==> src/core/port_function_select_pkg.sv <==
// Constants, offsets and reset values for the port function select registers
//------------------------------------------------------------------------------
// Operation
// RULE1 - Each address register bit enables one address line, bit 7 is line 23
// RULE2 - Address lines 23, 22 and 21 enables clear after reset in any mode
// RULE3 - Lines 20 to 16 reset enabled when ROM disabled, else disabled
// RULE4 - Strobe enable bit 6 resets 1, drives strobe pin only in extended mode
// RULE5 - Second register bits 7 and 5 reset and read as 1; write 1
// RULE6 - Second register bit 4 reads 0, read-only, writes ignored
// RULE7 - Bit 3 resets 0, picks first or alternate timer clock pin group
// RULE8 - Second register bits 2 to 0 reset and read 0; write 0
// RULE9 - Third register holds four 2-bit DMA channel pin fields, channel 3 top
// RULE10 - Software writes only 01 to the channel 3 field
// RULE11 - Software writes only 01 to the channel 2 field
// RULE12 - Channel 1 field: 00 first group, 01 second group; no 10 or 11
// RULE13 - Channel 0 field: 00 first group, 01 second group; no 10 or 11
// RULE14 - Writable bits read back; DMA fields reset to zero
//------------------------------------------------------------------------------
package port_function_select_pkg;

   //---------------------------------------------------------------------------
   // Bus geometry and register offsets
   //---------------------------------------------------------------------------
   localparam int unsigned ADDR_W = 4;
   localparam logic [ADDR_W-1:0] ADDR_OUTPUT_ENABLE_OFS = 4'h0;
   localparam logic [ADDR_W-1:0] STROBE_TIMER_SEL_OFS   = 4'h4;
   localparam logic [ADDR_W-1:0] DMA_PIN_SELECT_OFS     = 4'h8;

   //---------------------------------------------------------------------------
   // Field positions and reset values
   //---------------------------------------------------------------------------
   localparam logic [7:0] ADDR_HI_RESET      = 8'h00;
   localparam int unsigned STROBE_ENABLE_BIT = 6;
   localparam int unsigned TIMER_CLK_SEL_BIT = 3;
   localparam logic STROBE_ENABLE_RESET      = 1'b1;
   localparam logic TIMER_CLK_SEL_RESET      = 1'b0;
   localparam logic [7:0] STROBE_FIXED_ONES  = 8'hA0;
   localparam logic [7:0] DMA_PIN_RESET      = 8'h00;
   localparam logic [1:0] DMA_SEL_FIRST      = 2'h0;
   localparam logic [1:0] DMA_SEL_SECOND     = 2'h1;

   //---------------------------------------------------------------------------
   // Bus answer codes
   //---------------------------------------------------------------------------
   localparam logic [1:0] RESP_OKAY   = 2'h0;
   localparam logic [1:0] RESP_SLVERR = 2'h2;

endpackage

==> src/core/port_function_select_regs.sv <==
// Port function select registers behind an AXI4-Lite slave
//
// Added by the designer: the address map and the AXI4-Lite slave port.
`timescale 1ns/1ps
module port_function_select_regs (
   input  wire logic                                        sys_clk,
   input  wire logic                                        rst_n,
   // Mode pins
   input  wire logic                                        rom_disabled_mode,
   input  wire logic                                        ext_extended_mode,
   // AXI4-Lite slave
   input  wire logic [port_function_select_pkg::ADDR_W-1:0] s_axi_awaddr,
   input  wire logic                                        s_axi_awvalid,
   output logic                                             s_axi_awready,
   input  wire logic [31:0]                                 s_axi_wdata,
   input  wire logic [3:0]                                  s_axi_wstrb,
   input  wire logic                                        s_axi_wvalid,
   output logic                                             s_axi_wready,
   output logic [1:0]                                       s_axi_bresp,
   output logic                                             s_axi_bvalid,
   input  wire logic                                        s_axi_bready,
   input  wire logic [port_function_select_pkg::ADDR_W-1:0] s_axi_araddr,
   input  wire logic                                        s_axi_arvalid,
   output logic                                             s_axi_arready,
   output logic [31:0]                                      s_axi_rdata,
   output logic [1:0]                                       s_axi_rresp,
   output logic                                             s_axi_rvalid,
   input  wire logic                                        s_axi_rready,
   // Pin function controls
   output logic [7:0]                                       addr_line_enable,
   output logic                                             low_half_write_strobe_enable,
   output logic                                             low_half_write_strobe_pin_on,
   output logic                                             timer_ext_clock_pin_select,
   output logic [1:0]                                       dma_ch3_pin_sel,
   output logic [1:0]                                       dma_ch2_pin_sel,
   output logic [1:0]                                       dma_ch1_pin_sel,
   output logic [1:0]                                       dma_ch0_pin_sel
);
   import port_function_select_pkg::*;

   //---------------------------------------------------------------------------
   // Mode pin synchronisers
   //---------------------------------------------------------------------------
   logic [1:0] mode_s1;
   logic [1:0] mode_s2;
   logic [1:0] mode_s3;
   logic [1:0] mode_filt;
   logic [1:0] next_mode_filt;

   // A change counts once the second and third stages agree
   always_comb begin
      for (int i = 0; i < 2; i++) begin
         next_mode_filt[i] = (mode_s2[i] == mode_s3[i]) ? mode_s3[i] : mode_filt[i];
      end
   end

   // Free running so the strap is settled while reset is held
   always_ff @(posedge sys_clk) begin
      mode_s1   <= {ext_extended_mode, rom_disabled_mode};
      mode_s2   <= mode_s1;
      mode_s3   <= mode_s2;
      mode_filt <= next_mode_filt;
   end

   //---------------------------------------------------------------------------
   // Bus write channel
   //---------------------------------------------------------------------------
   logic              aw_held;
   logic              w_held;
   logic [ADDR_W-1:0] wr_addr;
   logic [7:0]        wr_data;
   logic              wr_lane;
   logic              next_aw_held;
   logic              next_w_held;
   logic [ADDR_W-1:0] next_wr_addr;
   logic [7:0]        next_wr_data;
   logic              next_wr_lane;
   logic              next_bvalid;
   logic [1:0]        next_bresp;
   logic              wr_fire;
   logic              wr_hit;

   assign wr_fire = aw_held && w_held && !s_axi_bvalid;
   assign wr_hit  = (wr_addr == ADDR_OUTPUT_ENABLE_OFS) || (wr_addr == STROBE_TIMER_SEL_OFS)
                    || (wr_addr == DMA_PIN_SELECT_OFS);

   // Address and data are taken in either order, answer follows both
   always_comb begin
      next_aw_held = aw_held;
      next_w_held  = w_held;
      next_wr_addr = wr_addr;
      next_wr_data = wr_data;
      next_wr_lane = wr_lane;
      next_bvalid  = s_axi_bvalid;
      next_bresp   = s_axi_bresp;
      if (s_axi_awvalid && s_axi_awready) begin
         next_aw_held = 1'b1;
         next_wr_addr = s_axi_awaddr;
      end
      if (s_axi_wvalid && s_axi_wready) begin
         next_w_held  = 1'b1;
         next_wr_data = s_axi_wdata[7:0];
         next_wr_lane = s_axi_wstrb[0];
      end
      if (wr_fire) begin
         next_aw_held = 1'b0;
         next_w_held  = 1'b0;
         next_bvalid  = 1'b1;
         next_bresp   = wr_hit ? RESP_OKAY : RESP_SLVERR;
      end else if (s_axi_bvalid && s_axi_bready) begin
         next_bvalid = 1'b0;
      end
   end

   // Write channel state
   always_ff @(posedge sys_clk) begin
      if (!rst_n) begin
         aw_held       <= 1'b0;
         w_held        <= 1'b0;
         wr_addr       <= '0;
         wr_data       <= 8'h00;
         wr_lane       <= 1'b0;
         s_axi_bvalid  <= 1'b0;
         s_axi_bresp   <= RESP_OKAY;
         s_axi_awready <= 1'b0;
         s_axi_wready  <= 1'b0;
      end else begin
         aw_held       <= next_aw_held;
         w_held        <= next_w_held;
         wr_addr       <= next_wr_addr;
         wr_data       <= next_wr_data;
         wr_lane       <= next_wr_lane;
         s_axi_bvalid  <= next_bvalid;
         s_axi_bresp   <= next_bresp;
         s_axi_awready <= !next_aw_held && !(s_axi_awvalid && s_axi_awready);
         s_axi_wready  <= !next_w_held && !(s_axi_wvalid && s_axi_wready);
      end
   end

   //---------------------------------------------------------------------------
   // Configuration registers
   //---------------------------------------------------------------------------
   logic       strobe_en;
   logic       timer_sel;
   logic [7:0] strobe_reg_view;
   logic [7:0] dma_reg_view;
   logic [7:0] next_addr_line_enable;
   logic       next_strobe_en;
   logic       next_timer_sel;
   logic [7:0] next_dma_reg;
   logic       wr_lane_ok;

   assign wr_lane_ok      = wr_fire && wr_lane;
   // Fixed ones at bits 7 and 5, zeros at bit 4 and bits 2 to 0
   assign strobe_reg_view = STROBE_FIXED_ONES // [RULE5] [RULE6] [RULE8]
                            | {1'b0, strobe_en, 2'b00, timer_sel, 3'b000};
   assign dma_reg_view    = {dma_ch3_pin_sel, dma_ch2_pin_sel, dma_ch1_pin_sel, dma_ch0_pin_sel};

   // Register updates from the bus
   always_comb begin
      next_addr_line_enable = addr_line_enable;
      next_strobe_en        = strobe_en;
      next_timer_sel        = timer_sel;
      next_dma_reg          = dma_reg_view;
      if (wr_lane_ok && (wr_addr == ADDR_OUTPUT_ENABLE_OFS)) begin
         next_addr_line_enable = wr_data; // [RULE1]
      end
      if (wr_lane_ok && (wr_addr == STROBE_TIMER_SEL_OFS)) begin
         next_strobe_en = wr_data[STROBE_ENABLE_BIT]; // [RULE4]
         next_timer_sel = wr_data[TIMER_CLK_SEL_BIT]; // [RULE7]
      end
      if (wr_lane_ok && (wr_addr == DMA_PIN_SELECT_OFS)) begin
         next_dma_reg = wr_data; // [RULE9]
      end
   end

   // Register storage, the lower address enable reset values follow the ROM mode strap
   always_ff @(posedge sys_clk) begin
      if (!rst_n) begin
         addr_line_enable <= ADDR_HI_RESET | {3'b000, {5{mode_filt[0]}}}; // [RULE2] [RULE3]
         strobe_en        <= STROBE_ENABLE_RESET;
         timer_sel        <= TIMER_CLK_SEL_RESET;
         {dma_ch3_pin_sel, dma_ch2_pin_sel, dma_ch1_pin_sel, dma_ch0_pin_sel}
            <= DMA_PIN_RESET; // [RULE14]
         low_half_write_strobe_enable <= STROBE_ENABLE_RESET;
         low_half_write_strobe_pin_on <= 1'b0;
         timer_ext_clock_pin_select   <= TIMER_CLK_SEL_RESET;
      end else begin
         addr_line_enable <= next_addr_line_enable;
         strobe_en        <= next_strobe_en;
         timer_sel        <= next_timer_sel;
         {dma_ch3_pin_sel, dma_ch2_pin_sel, dma_ch1_pin_sel, dma_ch0_pin_sel}
            <= next_dma_reg; // [RULE12] [RULE13]
         low_half_write_strobe_enable <= next_strobe_en;
         low_half_write_strobe_pin_on <= next_strobe_en && mode_filt[1]; // [RULE4]
         timer_ext_clock_pin_select   <= next_timer_sel; // [RULE7]
      end
   end

   //---------------------------------------------------------------------------
   // Bus read channel
   //---------------------------------------------------------------------------
   logic        next_rvalid;
   logic [31:0] next_rdata;
   logic [1:0]  next_rresp;

   // One read at a time, answered the cycle after the address is taken
   always_comb begin
      next_rvalid = s_axi_rvalid;
      next_rdata  = s_axi_rdata;
      next_rresp  = s_axi_rresp;
      if (s_axi_arvalid && s_axi_arready) begin
         next_rvalid = 1'b1;
         next_rresp  = RESP_OKAY;
         case (s_axi_araddr)
            ADDR_OUTPUT_ENABLE_OFS: next_rdata = {24'h00_0000, addr_line_enable};
            STROBE_TIMER_SEL_OFS:   next_rdata = {24'h00_0000, strobe_reg_view};
            DMA_PIN_SELECT_OFS:     next_rdata = {24'h00_0000, dma_reg_view}; // [RULE14]
            default: begin
               next_rdata = 32'h0000_0000;
               next_rresp = RESP_SLVERR;
            end
         endcase
      end else if (s_axi_rvalid && s_axi_rready) begin
         next_rvalid = 1'b0;
      end
   end

   // Read channel state
   always_ff @(posedge sys_clk) begin
      if (!rst_n) begin
         s_axi_rvalid  <= 1'b0;
         s_axi_rdata   <= 32'h0000_0000;
         s_axi_rresp   <= RESP_OKAY;
         s_axi_arready <= 1'b0;
      end else begin
         s_axi_rvalid  <= next_rvalid;
         s_axi_rdata   <= next_rdata;
         s_axi_rresp   <= next_rresp;
         s_axi_arready <= !next_rvalid;
      end
   end
endmodule // port_function_select_regs

==> config.mk <==
export PLATFORM = sky130hd
export DESIGN_NAME = port_function_select_regs
export DESIGN_NICKNAME = d
export VERILOG_FILES = /design/src/core/port_function_select_pkg.sv /design/src/core/port_function_select_regs.sv
export SDC_FILE = /design/constraint.sdc
export NUM_CORES = 1
export LEC_CHECK = 0
export BUFFER_PORTS_ARGS = -buffer_cell sky130_fd_sc_hd__buf_2
export CELL_PAD_IN_SITES_DETAIL_PLACEMENT = 1
export CELL_PAD_IN_SITES_GLOBAL_PLACEMENT = 1
export CORE_MARGIN = 3
export CORE_UTILIZATION = 30
export DETAILED_ROUTE_END_ITERATION = 10
export PLACE_DENSITY_LB_ADDON = 0.1
export SYNTH_ARGS = -nofsm -noshare
export SYNTH_HDL_FRONTEND = slang
export SYNTH_SLANG_ARGS = --single-unit
==> constraint.sdc <==
create_clock -name sys_clk -period 2.1 [get_ports sys_clk]
set_clock_uncertainty 0.2 [all_clocks]
set_input_delay 0.105 -clock sys_clk [delete_from_list [all_inputs] [get_ports sys_clk]]
set_output_delay 0.105 -clock sys_clk [all_outputs]
set_load 0.05 [all_outputs]
==> results.toml <==
[placed_design]
gp_routability_congestion = 0.7164
dp_hpwl_mm = 4.515
port_buffers = 59

[cts]
numCtsBuffers = 9
clk_latency_ns = 0.34
hold_buffers = 24
cts_tree = "done"
root_buffer = "clkbuf_8"
htree_num_levels = 3
cts.sinks = 57
cts_setup_buffers = 0
clkTransAtPathRegs_ns = 0.07
cts_resized = 0
cts.path.max_buffers = 2

[grt]
grt_max_degree = 21
grt-ovfl-total = 0
first_global_vias = 1996
antenna_found_initial = 0
grt_pass1_wl_mm = 10.02
gr-usage-all-layers_pct = 14.66

[finish]
syn_to_final_growth_pct = 30.95
drive_gt1_share_pct = 23.14
antennaDiodeCount = 0
fillers = 907
final_common_cell = "buf_2"
fin_nets = 398
final_cell_mix = "59 x buf_2, 50 x dfxtp_1, 41 x nand2_1, 34 x a21oi_1, 26 x conb_1"

[floorplan]
die_h_um = 95.32
die_w_um = 95.32
die_area_um2 = 9086
core.rowCount = 31
initial_core_util_pct = 31.97
core_um2 = 7486
ios = 113

[sta]
hold_viol = 0
maxSlewViolCount = 0
fmax_mhz = 521.3
max_slew_margin_pct = 64.87
period_share_pct = 91.34
setup_viol = 0
worst_hold_slack_ns = 0.04612
tns_ns = 0
layout_min_cycle_time_ns = 1.918
worst_pin_slew_ns = 0.5255
rsz0062_at_grt = "false"

[routing]
wl_mm = 6.290
drt_first_pass_iters = 3
drt-initial-drc-count = 55
wl_per_cell_um = 14.01
vias_per_cell = 4.624
ant_nets = 0
drc = 0
vias = 2076

[worst_setup_path]
critPathRequiredTime_ns = 1.89
worstSetupStartpointType = "register"
reg2reg_to = "addr_line_enable[1]"
critPathMaxFanout = 6
cp-endpoint = "addr_line_enable[1]"
crit_type = "reg2reg"
critPathLaunch = "wr_addr[0]"
worstRegToRegCells = 2
regToRegSetupSlack_ns = 0.18
endpoint_kind = "register"
crit_arrival_ns = 1.71
rr_startpoint = "wr_addr[0]"

[yosys]
synth_seq_area_share_pct = 50.60
synth_ff_type = "dfxtp_1"
synthCells = 261
synth-async-reset-ratio_pct = 0
syn_area_per_cell_um2 = 9.171
syn_area_um2 = 2394
synth-edff-count = 7
ys_seq_elements = 57
yosys_warnings = 0
synth_cell_type_count = 39

[pwr]
p_leak_uw = 0.001305
max-vdd-ir-drop_v = 0.0003536
cellPowerDensity_nw_per_um2 = 845.8

[flow_run]
max_cap_violations = 0

[worst_hold_path]
hold_path.class = "in2reg"

[outcome]
status = "finished, final reports clean"
[power by group]
group	total (uW)	switching, uW	internal (uW)
registers	1180	35.9	1150
clock network	1110	450	660
logic	357	259	97.6
[critical path, stage by stage, from the launching register on]
cell     delay (ns)
dfxtp_1        0.37
or4b_4         0.62
o21ai_1        0.39
[logic make-up after synthesis]
kind of cell / Yosys count / synth area share [%]
AO/OA/AOI/OAI: 63 / 15.00
XOR/XNOR: 2 / 0.7320
buffers and inverters: 42 / 11.03
flip-flops: 57 / 50.60
multiplexers: 6 / 2.509
other: 1 / 0.1567
AND/OR/NAND/NOR: 90 / 19.97
[registers in the layout, summed over array words and instances, names as in the netlist, 2 cells and up]
name and cells:
addr_line_enable 8, dma_ch0_pin_sel 2, dma_ch1_pin_sel 2, dma_ch2_pin_sel 2, dma_ch3_pin_sel 2, mode_filt 2
mode_s1 2, mode_s2 2, mode_s3 2, s_axi_rdata 8, wr_addr 4, wr_data 8
[cell usage after synthesis, drive strengths merged, types with 3 or more instances]
library cell	count	area [um^2]
and2	4	25.02
buf	31	222.7
a211oi	6	45.04
a21oi	34	170.2
nand3	17	85.08
o21ai	15	78.83
or3	4	25.02
dfxtp	50	1001
clkbuf	8	30.03
mux2i	6	60.06
nor2	3	11.26
nand2	41	153.9
inv	3	11.26
nand4bb	3	33.78
edfxtp	7	210.2
[area by class of cell]
class / count / area (um^2) / area share [%]
inverters: 3 / 11.26 / 0.3593
flip-flops and latches: 57 / 1211 / 38.64
repair buffers: 87 / 565.5 / 18.04
well taps: 99 / 123.9 / 3.952
multi-input cells: 187 / 1012 / 32.30
clock inverters: 6 / 82.58 / 2.635
clock buffers: 10 / 127.6 / 4.072
[worst min-delay path by stage]
stage,from,to,cells after the start
2_1_floorplan,rom_disabled_mode,mode_s1[0],0
4_1_cts,s_axi_awvalid,wr_addr[3],4
3_3_place_gp,ext_extended_mode,mode_s1[1],1
6_report,s_axi_awvalid,wr_addr[3],4
5_1_grt,s_axi_araddr[3],s_axi_rdata[6],3
3_5_place_dp,ext_extended_mode,mode_s1[1],1
[through the flow]
step | cell area (um^2) | std cells | utilization (%) | setup slack [ns] | total power, uW
after detailed placement | 2684 | 409 | 35.85 | 0.1784 | 1533
final | 3134 | 449 | 41.87 | 0.1818 | 2651
after floorplan | 2487 | 286 | - | 0.2570 | 1491
after global placement | 2684 | 409 | 35.85 | 0.2268 | 1530
after CTS | 3134 | 449 | 41.87 | 0.1636 | 2681
after global routing | 3134 | 449 | 41.87 | 0.07751 | 2749
[per-layer routing]
layer	vias up	global-route usage, %	wire, um	share of wire, %
met3	11	3.631	382	6.1
met5	-	0	0	0
li1	1025	-	-	-
met2	58	23.50	2861	45
met1	982	18.02	2928	47
met4	0	7.933	117	1.9
(Power assumes the default switching activity.)
